[src/include/sswe_pkg.sv]
// package for the socket status, interrupt routing and window enable block
package sswe_pkg;
   // register byte addresses (word aligned)
   localparam logic [3:0] ADDR_STATUS_CHANGE = 4'h0;
   localparam logic [3:0] ADDR_IRQ_CONFIG = 4'h4;
   localparam logic [3:0] ADDR_DETECT_CTRL = 4'h8;
   localparam logic [3:0] ADDR_GLOBAL_CTRL = 4'hc;
   localparam logic [3:0] ADDR_WINDOW_EN = 4'h0;
   localparam logic [3:0] ADDR_INT_GEN_CTRL = 4'h4;
   localparam logic [3:0] ADDR_IO_CTRL = 4'h8;
   localparam logic [3:0] ADDR_CARD_STATE = 4'hc;
   // byte address bit 4 selects the second bank of four words
   localparam int ADDR_BANK_BIT = 4;
   localparam int ADDR_WIDTH = 5;

   // reset values
   localparam logic [7:0] IRQ_CONFIG_RST = 8'h00;
   localparam logic [7:0] DETECT_CTRL_RST = 8'h00;
   localparam logic [7:0] GLOBAL_CTRL_RST = 8'h00;
   localparam logic [7:0] WINDOW_EN_RST = 8'h00;
   localparam logic [7:0] INT_GEN_CTRL_RST = 8'h00;
   localparam logic [7:0] IO_CTRL_RST = 8'h00;

   // field positions
   localparam int ROUTE_LSB = 4;
   localparam int EN_DETECT = 3;
   localparam int EN_READY = 2;
   localparam int EN_BWARN = 1;
   localparam int EN_BFAIL = 0;
   localparam int DC_VSENSE_LSB = 6;
   localparam int DC_SW_DETECT = 5;
   localparam int DC_RESUME_EN = 4;
   localparam int DC_REMOVAL_CLR = 1;
   localparam int GC_LEVEL_SEL = 3;
   localparam int GC_WB_ACK = 2;
   localparam int GC_LEVEL_IRQ = 1;
   localparam int IGC_RING_EN = 7;
   localparam int IGC_IO_CARD = 5;
   localparam logic [7:0] WINDOW_EN_MASK = 8'hdf;
   localparam logic [7:0] DETECT_CTRL_MASK = 8'h1f;
   localparam logic [7:0] GLOBAL_CTRL_MASK = 8'h0f;
   localparam logic [7:0] SW_DETECT_MASK = 8'hdf;
   localparam int NUM_ISA = 16;

   typedef struct packed {
      logic detect_a_n;
      logic detect_b_n;
      logic ready_busy;
      logic batt1_or_statchg_n;
      logic batt2;
      logic [1:0] voltage_sense_state;
   } sswe_card_s;

   typedef struct packed {
      logic [1:0] io_hit;
      logic [4:0] mem_hit;
      logic strobe;
   } sswe_access_s;
endpackage

[src/logic/sswe_socket_ctrl.sv]
// socket status change interrupt, card detect control and window enable registers
`timescale 1ns/1ns
module sswe_socket_ctrl (
   input wire logic clock_in,
   input wire logic resetn_in,
   input wire logic [sswe_pkg::ADDR_WIDTH-1:0] avs_address_in,
   input wire logic avs_read_in,
   input wire logic avs_write_in,
   input wire logic [31:0] avs_writedata_in,
   input wire logic [3:0] avs_byteenable_in,
   output logic [31:0] avs_readdata_out,
   output logic avs_waitrequest_out,
   input wire sswe_pkg::sswe_card_s card_in,
   input wire logic batt_warn_in,
   input wire logic batt_fail_in,
   input wire sswe_pkg::sswe_access_s access_in,
   output logic card_enable_out,
   output logic ring_wake_out_n,
   output logic pci_irq_out_n,
   output logic [sswe_pkg::NUM_ISA-1:0] isa_irq_line_out,
   output logic [sswe_pkg::NUM_ISA-1:0] isa_irq_line_oe_out,
   output logic config_clear_out,
   output logic [7:0] io_ctrl_out
);
   typedef enum logic [2:0] {
      BUS_IDLE = 3'b001,
      BUS_ACK = 3'b010,
      BUS_DONE = 3'b100
   } sswe_bus_e;

   // isa line number selected by routing code, zero when pci line
   function automatic logic [3:0] route_line(input logic [3:0] code);
      case (code)
         4'h3, 4'h4, 4'h5, 4'h7, 4'h9, 4'ha, 4'hb, 4'hc, 4'he, 4'hf: route_line = code;
         default: route_line = 4'h0;
      endcase
   endfunction

   sswe_bus_e bus_state, next_bus_state;
   logic [7:0] irq_config, next_irq_config;
   logic [7:0] detect_ctrl, next_detect_ctrl;
   logic [7:0] global_ctrl, next_global_ctrl;
   logic [7:0] window_en, next_window_en;
   logic [7:0] int_gen_ctrl, next_int_gen_ctrl;
   logic [7:0] io_ctrl, next_io_ctrl;
   logic [3:0] status, next_status;
   logic [1:0] vsense, next_vsense;
   logic ring_low, next_ring_low;
   logic [31:0] rdata, next_rdata;
   logic [2:0] card_prev, next_card_prev;
   logic irq_req, irq_prev, next_irq_prev;
   logic [sswe_pkg::NUM_ISA-1:0] isa_out, next_isa_out, isa_oe, next_isa_oe;
   logic pci_n, next_pci_n;
   logic card_en_q, next_card_en_q;
   logic clr_q, next_clr_q;

   logic io_mode, detect_chg, ready_rise, removed, removal_clr, bus_fire;
   logic wr_hit, rd_hit, bank;
   logic [1:0] waddr;
   logic [3:0] events, line;

   assign io_mode = int_gen_ctrl[sswe_pkg::IGC_IO_CARD];
   assign detect_chg = (card_in.detect_a_n != card_prev[2]) |
                       (card_in.detect_b_n != card_prev[1]);
   assign ready_rise = card_in.ready_busy & ~card_prev[0];
   assign removed = card_in.detect_a_n & card_in.detect_b_n & ~(card_prev[2] & card_prev[1]);
   assign removal_clr = removed & detect_ctrl[sswe_pkg::DC_REMOVAL_CLR];
   assign bus_fire = (bus_state == BUS_ACK);
   assign bank = avs_address_in[sswe_pkg::ADDR_BANK_BIT];
   assign waddr = avs_address_in[3:2];
   assign wr_hit = bus_fire & avs_write_in & avs_byteenable_in[0];
   assign rd_hit = bus_fire & avs_read_in;

   // event sources gated by their enables; ready and battery warn also by the card mode, which switches battery fail to status change
   always_comb begin
      events = 4'h0;
      events[3] = irq_config[sswe_pkg::EN_DETECT] & detect_chg;
      events[2] = irq_config[sswe_pkg::EN_READY] & ~io_mode & ready_rise;
      events[1] = irq_config[sswe_pkg::EN_BWARN] & ~io_mode & batt_warn_in;
      events[0] = irq_config[sswe_pkg::EN_BFAIL] &
                  (io_mode ? (~card_in.batt1_or_statchg_n & ~int_gen_ctrl[sswe_pkg::IGC_RING_EN])
                           : batt_fail_in);
   end

   assign irq_req = |(status & irq_config[3:0]);
   assign line = route_line(irq_config[7:4]);

   // bus handshake: one wait cycle, then ack, then release
   always_comb begin
      next_bus_state = bus_state;
      unique case (bus_state)
         BUS_IDLE: if (avs_read_in | avs_write_in) next_bus_state = BUS_ACK;
         BUS_ACK: next_bus_state = BUS_DONE;
         BUS_DONE: next_bus_state = BUS_IDLE;
      endcase
   end
   assign avs_waitrequest_out = ~bus_fire;

   always_comb begin
      next_irq_config = irq_config;
      next_detect_ctrl = detect_ctrl;
      next_global_ctrl = global_ctrl;
      next_window_en = window_en;
      next_int_gen_ctrl = int_gen_ctrl;
      next_io_ctrl = io_ctrl;
      next_status = status;
      next_rdata = rdata;
      if (wr_hit) begin
         if (!bank) begin
            unique case (waddr)
               2'd1: next_irq_config = avs_writedata_in[7:0];
               2'd2: next_detect_ctrl = avs_writedata_in[7:0] & sswe_pkg::DETECT_CTRL_MASK;
               2'd3: next_global_ctrl = avs_writedata_in[7:0] & sswe_pkg::GLOBAL_CTRL_MASK;
               2'd0: if (global_ctrl[sswe_pkg::GC_WB_ACK])
                  next_status = status & ~avs_writedata_in[3:0];
            endcase
         end else begin
            unique case (waddr)
               2'd0: next_window_en = avs_writedata_in[7:0];
               2'd1: next_int_gen_ctrl = avs_writedata_in[7:0];
               2'd2: next_io_ctrl = avs_writedata_in[7:0];
               2'd3: ;
            endcase
         end
      end
      if (rd_hit) begin
         next_rdata = 32'h0;
         if (!bank) begin
            unique case (waddr)
               2'd0: begin
                  next_rdata[3:0] = status & irq_config[3:0];
                  if (!global_ctrl[sswe_pkg::GC_WB_ACK]) next_status = 4'h0;
               end
               2'd1: next_rdata[7:0] = irq_config;
               2'd2: next_rdata[7:0] = {vsense, 1'b0, detect_ctrl[4:0]};
               2'd3: next_rdata[7:0] = global_ctrl;
            endcase
         end else begin
            unique case (waddr)
               2'd0: next_rdata[7:0] = window_en;
               2'd1: next_rdata[7:0] = int_gen_ctrl;
               2'd2: next_rdata[7:0] = io_ctrl;
               2'd3: next_rdata[7:0] = {1'b0, ring_low, card_in.detect_b_n, card_in.detect_a_n,
                                        irq_req, line[2:0]};
            endcase
         end
      end
      // software detect: writing one sets the detect change event, status bit 3
      if (wr_hit && !bank && waddr == 2'd2 && avs_writedata_in[sswe_pkg::DC_SW_DETECT])
         next_status[3] = 1'b1;
      next_status = next_status | events; // set wins over clear
      if (removal_clr) begin
         next_irq_config[7:4] = 4'h0;
         next_int_gen_ctrl = sswe_pkg::INT_GEN_CTRL_RST;
         next_window_en = sswe_pkg::WINDOW_EN_RST;
         next_io_ctrl = sswe_pkg::IO_CTRL_RST;
      end
   end

   // card side outputs and isa line driving
   always_comb begin
      next_card_prev = {card_in.detect_a_n, card_in.detect_b_n, card_in.ready_busy};
      next_vsense = card_in.voltage_sense_state;
      next_ring_low = ring_low;
      if (detect_chg && detect_ctrl[sswe_pkg::DC_RESUME_EN]) next_ring_low = 1'b1;
      if (!detect_ctrl[sswe_pkg::DC_RESUME_EN]) next_ring_low = 1'b0;
      next_irq_prev = irq_req;
      next_pci_n = ~(irq_req & (line == 4'h0));
      next_isa_out = '0;
      next_isa_oe = '0;
      if (line != 4'h0) begin
         next_isa_oe[line] = global_ctrl[sswe_pkg::GC_LEVEL_IRQ] ? irq_req : 1'b1;
         next_isa_out[line] = global_ctrl[sswe_pkg::GC_LEVEL_IRQ] ? 1'b0 : irq_req;
      end
      next_card_en_q = access_in.strobe &
                       (|(access_in.io_hit & window_en[7:6]) |
                        |(access_in.mem_hit & window_en[4:0]));
      next_clr_q = removal_clr;
   end

   always_ff @(posedge clock_in) begin
      if (!resetn_in) begin
         bus_state <= BUS_IDLE;
         irq_config <= sswe_pkg::IRQ_CONFIG_RST;
         detect_ctrl <= sswe_pkg::DETECT_CTRL_RST;
         global_ctrl <= sswe_pkg::GLOBAL_CTRL_RST;
         window_en <= sswe_pkg::WINDOW_EN_RST;
         int_gen_ctrl <= sswe_pkg::INT_GEN_CTRL_RST;
         io_ctrl <= sswe_pkg::IO_CTRL_RST;
         status <= 4'h0;
         vsense <= 2'b00;
         ring_low <= 1'b0;
         rdata <= 32'h0;
         card_prev <= 3'b110;
         irq_prev <= 1'b0;
         isa_out <= '0;
         isa_oe <= '0;
         pci_n <= 1'b1;
         card_en_q <= 1'b0;
         clr_q <= 1'b0;
      end else begin
         bus_state <= next_bus_state;
         irq_config <= next_irq_config;
         detect_ctrl <= next_detect_ctrl;
         global_ctrl <= next_global_ctrl;
         window_en <= next_window_en & sswe_pkg::WINDOW_EN_MASK;
         int_gen_ctrl <= next_int_gen_ctrl;
         io_ctrl <= next_io_ctrl;
         status <= next_status;
         vsense <= next_vsense;
         ring_low <= next_ring_low;
         rdata <= next_rdata;
         card_prev <= next_card_prev;
         irq_prev <= next_irq_prev;
         isa_out <= next_isa_out;
         isa_oe <= next_isa_oe;
         pci_n <= next_pci_n;
         card_en_q <= next_card_en_q;
         clr_q <= next_clr_q;
      end
   end

   // read data presented combinationally in the ack cycle from live state
   always_comb begin
      avs_readdata_out = 32'h0;
      if (!bank) begin
         unique case (waddr)
            2'd0: avs_readdata_out[3:0] = status & irq_config[3:0];
            2'd1: avs_readdata_out[7:0] = irq_config;
            2'd2: avs_readdata_out[7:0] = {vsense, 1'b0, detect_ctrl[4:0]};
            2'd3: avs_readdata_out[7:0] = global_ctrl;
         endcase
      end else begin
         unique case (waddr)
            2'd0: avs_readdata_out[7:0] = window_en;
            2'd1: avs_readdata_out[7:0] = int_gen_ctrl;
            2'd2: avs_readdata_out[7:0] = io_ctrl;
            2'd3: avs_readdata_out[7:0] = {1'b0, ring_low, card_in.detect_b_n,
                                          card_in.detect_a_n, irq_req, line[2:0]};
         endcase
      end
   end

   assign ring_wake_out_n = ~ring_low;
   assign pci_irq_out_n = pci_n;
   assign isa_irq_line_out = isa_out;
   assign isa_irq_line_oe_out = isa_oe;
   assign card_enable_out = card_en_q;
   assign config_clear_out = clr_q;
   assign io_ctrl_out = io_ctrl;
endmodule

[config.mk]
export PLATFORM = sky130hd
export DESIGN_NAME = sswe_socket_ctrl
export DESIGN_NICKNAME = d
export VERILOG_FILES = /design/src/include/sswe_pkg.sv /design/src/logic/sswe_socket_ctrl.sv
export SDC_FILE = /design/constraint.sdc
export NUM_CORES = 1
export LEC_CHECK = 0
export BUFFER_PORTS_ARGS = -buffer_cell sky130_fd_sc_hd__buf_2
export CORE_MARGIN = 2
export CORE_UTILIZATION = 44
export CTS_CLUSTER_SIZE = 25
export DETAILED_ROUTE_END_ITERATION = 6
export PLACE_DENSITY = 0.76
export SETUP_SLACK_MARGIN = 0.4
export SLEW_MARGIN = 20
export SYNTH_ARGS = -nofsm -noshare
export SYNTH_HDL_FRONTEND = slang
export SYNTH_SLANG_ARGS = --single-unit
[constraint.sdc]
create_clock -name clock_in -period 1.8 [get_ports clock_in]
set_input_delay 0.09 -clock clock_in [delete_from_list [all_inputs] [get_ports clock_in]]
set_output_delay 0.09 -clock clock_in [all_outputs]
set_load 0.02 [all_outputs]
==> metrics.txt, run 1 <==
Clk Tree Root Cell clkbuf_8; Synth cell types 47; Yosys reg bits just under 90; Final Skew 0.01251 ns; Post-synth EDFFs 0; status complete, no violations; clk_lat worst skew ~0.36 ns; fin. max-slew vios 0; Hold Startpoint access_in[4]; Synth area leader dfxtp_1; worst hold endpoint card_enable_out$_SDFF_PN0_; Seq/Total Area, Yosys between 40% and 50%; Reg-to-Reg Start bus_state[2]$_SDFFE_PN0P_; FILL cells 653; n_diodes 0; Finished Cell Area roughly 0.0052 mm²; GRT met1 Usage about 29%; Setup WS post-layout ~0.14 ns; Worst IR Drop VDD approximately 0.00056 V; pre-CTS setup slack about 0.044 ns; R2R depth 6; hold depth 3; area grow syn2layout 40.30%; sw frac roughly 25%; worst-path fanout max 2; yosys warns 0; Sw Pwr about 0.97 mW; number of global-route vias before repair just over 3000; CP max stage delay 0.36 ns; Syn Std Cell Area ~0.0037 mm²; initial antenna violation count 0; CTS clk-pin slew, worst paths roughly 0.090 ns; via count approximately 3300; GR Layer Usage met2 38.29%; top cells by count, synth dfxtp_1, nor2_1, mux2i_1; gr ovfl total 0; clock tree sinks 88; Critical Path, Cell by Cell nor2b_4 -> o311ai_2 -> and3_1 -> o22ai_2 -> buf_6; chip width 95.75 µm; Clock power frac between 30% and 40%; TritonCTS Buffers 9; PD cells around 750 mW/mm²; combinational share of power 10.6%; DP Area roughly 0.0044 mm²; Critical Path RT 1.71 ns; Final Setup Violations 0; met3 Resource Use GR under 10%; antenna-violating nets left 0; setup TNS after final layout 0 ns; clk buf depth 2; critical path's slowest cell dfxtp_4; Via density around 5.2; WS Path Type flip-flop to output port; CTS tree built; Max Fclk around 600 MHz; I/O pin total ~140; top_reg_cell synth dfxtp_1; DRT Wirelength slightly above 10000 µm; port bufs 84; first-pass GRT wire length ~16000 µm; First-pass DRT Iterations 5; Core ar. roughly 0.0082 mm²; die height 95.75 µm; Synth area leaders dfxtp_1, mux2i_1, nor2_1, buf_4, nand2_1; LEAKAGE around 2.2 nW; DRC viols 0; final hold violation count 0; crit share post-route between 90% and 100%; layer with the highest usage met2; most common cell in the netlist dfxtp_1; ratio of cells with drive above 1 in the final layout 39.66%; drt wl/cell 15.99 µm; Final nets 600; r2r setup slk 0.15 ns; H-Tree Depth 3; Placer Congestion 0.8892; Post-Synthesis Cells 390; Seq pwr share a little over 50%; Die Area between 0.009 and 0.01 mm²; Worst Path Arrival ~1.6 ns; Internal Power around 2.9 mW; crit path capture type output port; Total GRT Usage about 22%; RSZ-0062 raised after global routing true; drt initial violations around 230; max cap viols 0; row count 33; FF-to-FF End window_en[3]$_SDFFE_PP0P_; Detail Placement HPWL between 6000 and 7000 µm; Initial Util a little under half; Tot Pwr between 3 and 4 mW; largest net degree at the start of global routing 28; Hold Path Class primary input to flip-flop; Startpoint Class flip-flop; post-synth top area share a little under half; syn avg cell area 9.496 µm²; minimum clock period roughly 1.7 ns; asr flop ratio synth 0%
==> placed cells by master (no fill, tap or decap), drive strengths merged, types with 2 or more instances in the layout <==
cell         count
buf            134
dfxtp           88
nor2            63
mux2i           41
conb            36
nand2           30
a22oi           13
o21ai           13
a21oi           11
clkbuf           9
inv              8
nand2b           7
nand3            7
nor4             7
dlygate4sd3      6
nor2b            6
nor3             5
ha               5
a222oi           4
o211ai           4
a31oi            4
a221o            3
o22ai            3
and2             3
clkinv           3
xnor2            2
a21o             2
o21a             2
bufinv           2
and3             2
nor4b            2
==> flip-flops by register name, indices dropped and copies added (netlist names), 2 cells and up <==
register	count
io_ctrl_out	8
irq_config	8
isa_irq_line_oe_out	16
bus_state	3
isa_irq_line_out	16
int_gen_ctrl	8
global_ctrl	4
status	4
window_en	7
vsense	2
detect_ctrl	5
card_prev	3
==> per-stage QoR <==
step | utilization (%) | hold slack, ns | std cells
floorplan | - | 0.1915 | 425
global placement | 53.58 | 0.3004 | 597
detailed placement | 53.58 | 0.3050 | 597
CTS | 61.69 | 0.003307 | 639
global route | 63.56 | 0.02595 | 642
finish | 63.56 | 0.01226 | 642
==> worst max-delay path by stage <==
stage,end,startpoint
after floorplan,int_gen_ctrl[0]$_SDFFE_PP0P_,bus_state[0]$_SDFFE_PN1P_
after global placement,irq_config[4]$_SDFFE_PP0P_,bus_state[0]$_SDFFE_PN1P_
after detailed placement,io_ctrl_out[6]$_SDFFE_PP0P_,bus_state[0]$_SDFFE_PN1P_
after CTS,avs_readdata_out[0],irq_config[6]$_SDFFE_PP0P_
after global routing,avs_readdata_out[4],int_gen_ctrl[4]$_SDFFE_PP0P_
final,avs_readdata_out[0],irq_config[6]$_SDFFE_PP0P_
==> power by group through the flow <==
stage          combinational, mW  clock (mW)  sequential [mW]
4_1_cts                    0.388        1.51             1.98
5_1_grt                    0.441        1.59             1.98
6_report                   0.411        1.48             1.98
3_3_place_gp               0.342           0             2.03
3_5_place_dp               0.346           0             2.03
2_1_floorplan              0.236           0             2.05
==> metal layers <==
metal / part of all wire (%) / vias up
met3: 6.7 / 20
met4: 2.3 / 0
met1: 41 / 1588
met2: 50 / 157
li1: - / 1581
met5: 0 / -
==> area by class of cell <==
| type | count | area (µm²) | area share, % |
|---|---|---|---|
| inverters | 8 | 30.03 | 0.5779 |
| clock buffers | 9 | 123.9 | 2.384 |
| well taps | 105 | 131.4 | 2.528 |
| multi-input cells | 286 | 2021 | 38.89 |
| repair buffers | 140 | 1003 | 19.31 |
| flip-flops and latches | 88 | 1794 | 34.53 |
| clock inverters | 6 | 92.59 | 1.782 |
==> kinds of logic (layout without fill, tap and decap cells) <==
group           after synthesis  after routing  synth area share (%)
xor+xnor                      2              2                0.4731
buf+inv                      51            163                 8.277
fa+ha+maj                     5              5                 1.689
compound gates               64             64                 11.69
other cells                   1             36                0.1013
mux                          42             42                 11.39
flops                        88             88                 47.57
simple gates                137            137                 18.82
==> worst max-delay path: cells and delay by family, from the launching register on <==
kind	cells	cell delay (ns)
flops	1	0.36
compound gates	2	0.36
simple gates	2	0.34
buf+inv	1	0.15
==> timing repair <==
action / CTS / global route
resized for setup: 68 / 31
buffers inserted: 21 / 3
setup endpoints to repair: 65 / 67
hold buffers: 6 / 0
endpoints found under the hold margin: 6 / 0
pin swaps: 31 / 17
Note: power is estimated with default switching activity, not from simulation.
==> inputs of run 2 (changes only) <==
--- a/config.mk
+++ b/config.mk
@@ -6,13 +6,13 @@
 export NUM_CORES = 1
 export LEC_CHECK = 0
 export BUFFER_PORTS_ARGS = -buffer_cell sky130_fd_sc_hd__buf_2
+export CAP_MARGIN = 20
 export CORE_MARGIN = 2
 export CORE_UTILIZATION = 44
 export CTS_CLUSTER_SIZE = 25
 export DETAILED_ROUTE_END_ITERATION = 6
 export PLACE_DENSITY = 0.76
 export SETUP_SLACK_MARGIN = 0.4
-export SLEW_MARGIN = 20
 export SYNTH_ARGS = -nofsm -noshare
 export SYNTH_HDL_FRONTEND = slang
 export SYNTH_SLANG_ARGS = --single-unit
==> constraint.sdc (replaced) <==
create_clock -name clock_in -period 1.8 [get_ports clock_in]
set_input_delay 0.18 -clock clock_in [delete_from_list [all_inputs] [get_ports clock_in]]
set_output_delay 0.18 -clock clock_in [all_outputs]
set_load 0.02 [all_outputs]
==> run 2 against run 1 <==
Effect of this change: maximum frequency decreased by 4.0%; largest cell class unchanged; critical path type unchanged; clock power fell by 15%; setup slack got worse by 0.069 ns; cell count is 0.62% lower; register-to-register slack hardly changed.
==> metrics.txt, run 2 (synthesized netlist as in run 1, its figures left out) <==
crit path capture type output port; CTS Hold Bufs 0 (-6); minimum clock period 1.730 ns (+0.06893 ns); port bufs 84 (unchanged); Max Fclk 578.1 MHz (-4.0%); die height 95.75 µm (unchanged); Tot Pwr 3.658 mW (-5.6%); CTS clk-pin slew, worst paths 0.09 ns (about the same); Placer Congestion 0.9156 (+3.0%); Detail Placement HPWL 7007 µm (+1.4%); Core ar. 0.008175 mm² (unchanged); drt initial violations 381 (+64%); DRC viols 0 (unchanged); DRT Wirelength 10460 µm (+1.9%); via count 3396 (+1.5%); initial antenna violation count 0 (unchanged); commonest cells after routing, fill and taps aside buf_2, dfxtp_1, nor2_1; Final Skew 0.009829 ns (-0.002684 ns); gr ovfl total 0 (unchanged); first-pass GRT wire length 16190 µm (+3.1%); clk_lat worst skew 0.36 ns (about the same); commonest non-fill, non-tap cell in the layout buf_2; chip width 95.75 µm (unchanged); Hold Path Class primary input to flip-flop; antenna-violating nets left 0 (unchanged); H-Tree Depth 3 (unchanged); TritonCTS Buffers 9 (unchanged); clock tree sinks 88 (unchanged); Critical Path RT 1.62 ns (-0.09 ns); final hold violation count 0 (unchanged); number of global-route vias before repair 3232 (+4.5%); PD cells 705.9 mW/mm² (-5.3%); status complete, no violations; Worst Path Arrival 1.55 ns (-0.02 ns); row count 33 (unchanged); n_diodes 0 (unchanged); area grow syn2layout 39.90%; Final Setup Violations 0 (unchanged); setup TNS after final layout 0 ns (unchanged); Startpoint Class flip-flop; First-pass DRT Iterations 5 (unchanged); I/O pin total 139 (unchanged); WS Path Type flip-flop to output port; largest net degree at the start of global routing 28 (unchanged); r2r setup slk 0.16 ns (about the same); worst-path fanout max 4 (+2); Die Area 0.009167 mm² (unchanged); Worst IR Drop VDD 0.0005764 V (+2.4%); Final nets 595 (-0.83%); LEAKAGE 2.123 nW (-1.9%); RSZ-0062 raised after global routing true; fin. max-slew vios 0 (unchanged); drt wl/cell 16.39 µm (+2.5%); crit share post-route 96.10% (+3.8 points); Via density 5.323 (+2.1%); ratio of cells with drive above 1 in the final layout 43.34% (+3.7 points); Finished Cell Area 0.005181 mm² (-0.29%); max cap viols 0 (unchanged); CTS tree built; clk buf depth 2 (unchanged); Clk Tree Root Cell clkbuf_8; Initial Util 45.30% (unchanged); DP Area 0.004378 mm² (about the same); Total GRT Usage 23.35% (+0.88 points)
==> run 2: path summary, 6_finish.rpt <==
check / from / cells past startpoint / to
hold reg to reg: detect_ctrl[4]$_SDFFE_PN0N_ / 2 / ring_low$_SDFFE_PN0P_
hold / removal: card_in[1] / 2 / vsense[1]$_SDFF_PN0_
setup / recovery: irq_config[6]$_SDFFE_PP0P_ / 5 / avs_readdata_out[0]
setup reg to reg: bus_state[2]$_SDFFE_PN0P_ / 6 / window_en[0]$_SDFFE_PP0P_
==> run 2: critical path, stage by stage, from the launching register on <==
cell and delay [ns]:
dfxtp_4 0.37, nor2b_4 0.13, o311ai_2 0.23, and3_1 0.22, o22ai_2 0.08, buf_6 0.15
==> run 2: stage by stage <==
step	utilization [%]	instances	hold WS, ns	setup slack, ns
floorplan	-	425	0.2815	0.1068
global route	63.38	638	0.02586	0.02463
finish	63.38	638	0.02059	0.07026
detailed placement	53.55	595	0.3913	0.02936
global placement	53.55	595	0.3929	0.05496
CTS	61.40	635	0.01045	0.08368
==> run 2: layout make-up <==
type	instances	area [µm²]
sequential	88	1808
tap	105	131.4
clock inverter	6	43.79
multi-input combinational	286	2074
clock buffer	10	137.6
fill	653	2994
inverter	8	30.03
timing repair buffer	135	955.9
==> run 2: what timing repair did <==
item	in CTS	in global routing
setup endpoints to repair	66	73
hold endpoints to repair	0	0
setup buffers	24	3
resized for setup	82	39
pin swaps	34	27
==> run 2: routing by layer <==
metal	vias up	global-route usage, %	wire (µm)
met5	-	0	0
met4	0	9.286	255
met3	28	5.873	968
met2	189	37.70	5089
met1	1610	29.97	4146
li1	1569	-	-
==> run 2: where the power goes <==
group | internal (mW) | switching [mW] | total [mW]
Combinational | 0.154 | 0.265 | 0.419
Clock | 0.541 | 0.722 | 1.26
Sequential | 1.96 | 0.0113 | 1.98
Total | 2.66 | 0.999 | 3.66
==> inputs of run 3 (changes only) <==
--- a/config.mk
+++ b/config.mk
@@ -5,10 +5,11 @@
 export SDC_FILE = /design/constraint.sdc
 export NUM_CORES = 1
 export LEC_CHECK = 0
+export ABC_AREA = 1
 export BUFFER_PORTS_ARGS = -buffer_cell sky130_fd_sc_hd__buf_2
 export CAP_MARGIN = 20
 export CORE_MARGIN = 2
-export CORE_UTILIZATION = 44
+export CORE_UTILIZATION = 45
 export CTS_CLUSTER_SIZE = 25
 export DETAILED_ROUTE_END_ITERATION = 6
 export PLACE_DENSITY = 0.76
==> run 3 against run 2 <==
Effect of this change: wire length is 4.2% higher; count of clock-buffer cells in the layout is 1 lower; worst hold slack worse by 0.0028 ns; design area is 0.77% higher; global-route usage is 0.42 points lower; critical endpoint is now avs_readdata_out[2]; largest power group unchanged.
==> metrics.txt, run 3 <==
antenna-violating nets left 0 (unchanged); top_reg_cell synth dfxtp_1; Tot Pwr 3.802 mW (+4.0%); asr flop ratio synth 0% (unchanged); Initial Util 46.58% (+1.3 points); LEAKAGE 2.399 nW (+13%); Placer Congestion 0.8999 (-1.7%); Seq/Total Area, Yosys 45.80% (-1.8 points); Core ar. 0.008258 mm² (+1.0%); clk_lat worst skew 0.37 ns (about the same); first-pass GRT wire length 16240 µm (+0.30%); critical path buffer and inverter count 2 (+1); syn avg cell area 7.512 µm² (-21%); Synth area leaders dfxtp_1, nor2_1, nand2_1, o21ai_0, buf_4; commonest non-fill, non-tap cell in the layout nor2_1; Synth cell types 37 (-21%); Die Area 0.009303 mm² (+1.5%); status complete, no violations; FILL cells 730 (+12%); Final Util 63.23% (-0.15 points); Syn Std Cell Area 0.003846 mm² (+3.9%); Critical Path, Cell by Cell inv_4 -> nor2_4 -> nor2_2 -> nand2_2 -> nand4_1 -> nand2_1 -> nand2_1 -> nand2_1 -> buf_6; Via density 5.054 (-5.1%); drt wl/cell 14.30 µm (-13%); Hold Path Class primary input to flip-flop; CP max stage delay 0.38 ns (about the same); top cells by count, synth nor2_1, dfxtp_1, nand2_1; area grow syn2layout 35.75%; row count 33 (unchanged); Startpoint Class flip-flop; Post-synth EDFFs 0 (unchanged); WS Path Type flip-flop to output port; largest net degree at the start of global routing 28 (unchanged); final hold violation count 0 (unchanged); drt initial violations 229 (-40%); Clk Tree Root Cell clkbuf_8; First-pass DRT Iterations 5 (unchanged); ratio of cells with drive above 1 in the final layout 38.05% (-5.3 points); H-Tree Depth 3 (unchanged); worst-path fanout max 3 (-1); I/O pin total 139 (unchanged); number of global-route vias before repair 3452 (+6.8%); Final Skew 0.01587 ns (+0.006040 ns); Synth area leader dfxtp_1; max cap viols 0 (unchanged); Max Fclk 587.6 MHz (+1.6%); gr ovfl total 0 (unchanged); Detail Placement HPWL 7636 µm (+9.0%); chip width 96.45 µm (+0.74%); RSZ-0062 raised after global routing true; minimum clock period 1.702 ns (-0.02802 ns); Fin Hold WS 0.01782 ns (-0.002774 ns); clk buf depth 2 (unchanged); PD cells 728.2 mW/mm² (+3.2%); Worst Path Arrival 1.52 ns (-0.03 ns); clock tree sinks 88 (unchanged); fin. max-slew vios 0 (unchanged); post-synth top area share 45.80% (-1.8 points); Yosys reg bits 88 (unchanged); initial antenna violation count 0 (unchanged); DRT Wirelength 10900 µm (+4.2%); Critical Path RT 1.62 ns (about the same); commonest cells after routing, fill and taps aside nor2_1, buf_2, nand2_1; crit share post-route 94.54% (-1.6 points); CP dominant cell by count nand2_1; Total GRT Usage 22.93% (-0.42 points); CTS clk-pin slew, worst paths 0.10 ns (about the same); critical path's slowest cell dfxtp_4; n_diodes 0 (unchanged); Final Setup Violations 0 (unchanged); Final nets 719 (+21%); yosys warns 0 (unchanged); crit path capture type output port; via count 3851 (+13%); crit-path leading delay family simple AND/OR/NAND/NOR gates; Worst IR Drop VDD 0.0006668 V (+16%); DRC viols 0 (unchanged); CTS tree built; TritonCTS Buffers 9 (unchanged); die height 96.45 µm (+0.74%); most common cell in the netlist nor2_1; Post-Synthesis Cells 512 (+31%); port bufs 84 (unchanged)
## run 3: worst reg2reg max path, delay by kind of cell, from the launching register on
kind               cells  cell delay [ns]
DFF                    1             0.34
and+or+nand+nor        5             0.77
AOI/OAI and AO/OA      1             0.20
## run 3: final cells by class
| class | count | area (µm²) | area share [%] |
|---|---|---|---|
| multi-input combinational | 379 | 2031 | 38.89 |
| tap | 105 | 131.4 | 2.516 |
| timing repair inverter | 1 | 5.005 | 0.09585 |
| sequential | 88 | 1803 | 34.53 |
| clock inverter | 7 | 75.07 | 1.438 |
| timing repair buffer | 130 | 854.6 | 16.37 |
| inverter | 43 | 197.7 | 3.786 |
| clock buffer | 9 | 123.9 | 2.372 |
## run 3: final timing paths
check	from	slack, ns	to	cells past startpoint
max reg2reg	bus_state[2]$_SDFFE_PN0P_	0.39	window_en[4]$_SDFFE_PP0P_	6
min	card_in[4]	0.02	card_prev[0]$_SDFF_PN0_	3
max	irq_config[6]$_SDFFE_PP0P_	0.1	avs_readdata_out[2]	9
min reg2reg	card_prev[0]$_SDFF_PN0_	0.50	status[2]$_SDFF_PN0_	3
## run 3: layer usage
metal / routed length (µm) / track usage [%]
met1: 4320 / 28.23
met5: 0 / 0
met3: 757 / 4.577
met4: 278 / 8.920
met2: 5541 / 39.41
## run 3: cell families after synthesis
family | Yosys count | share of synthesized area [%]
and+or+nand+nor | 259 | 30.25
buffers and inverters | 82 | 10.93
other | 1 | 0.09750
adders and majority gates | 5 | 1.627
xor gates and xnor gates | 2 | 0.4555
DFF | 88 | 45.80
AOI/OAI and AO/OA | 75 | 10.83
## run 3: timing repair
| action | in CTS | in global routing |
|---|---|---|
| pin swaps | 8 | 36 |
| resized for setup | 49 | 89 |
| endpoints found under the setup margin | 20 | 57 |
| setup buffers | 18 | 13 |
| cloned | 0 | 3 |
| hold buffers | 2 | 0 |
| hold endpoints to repair | 2 | 0 |
## run 3: per-stage QoR
step | cell area, µm² | setup TNS [ns] | setup slack (ns) | instances
final | 5221 | 0 | 0.09828 | 762
after global routing | 5221 | -0.004147 | -0.004147 | 762
after CTS | 4863 | 0 | 0.1196 | 746
after detailed placement | 4395 | 0 | 0.1545 | 710
after global placement | 4395 | 0 | 0.1207 | 710
after floorplan | 4001 | 0 | 0.4156 | 547
## run 3: power by group
group          switching [mW]  internal (mW)
Sequential             0.0198           1.97
Combinational           0.291          0.159
Clock                   0.811          0.549
Total                    1.12           2.68
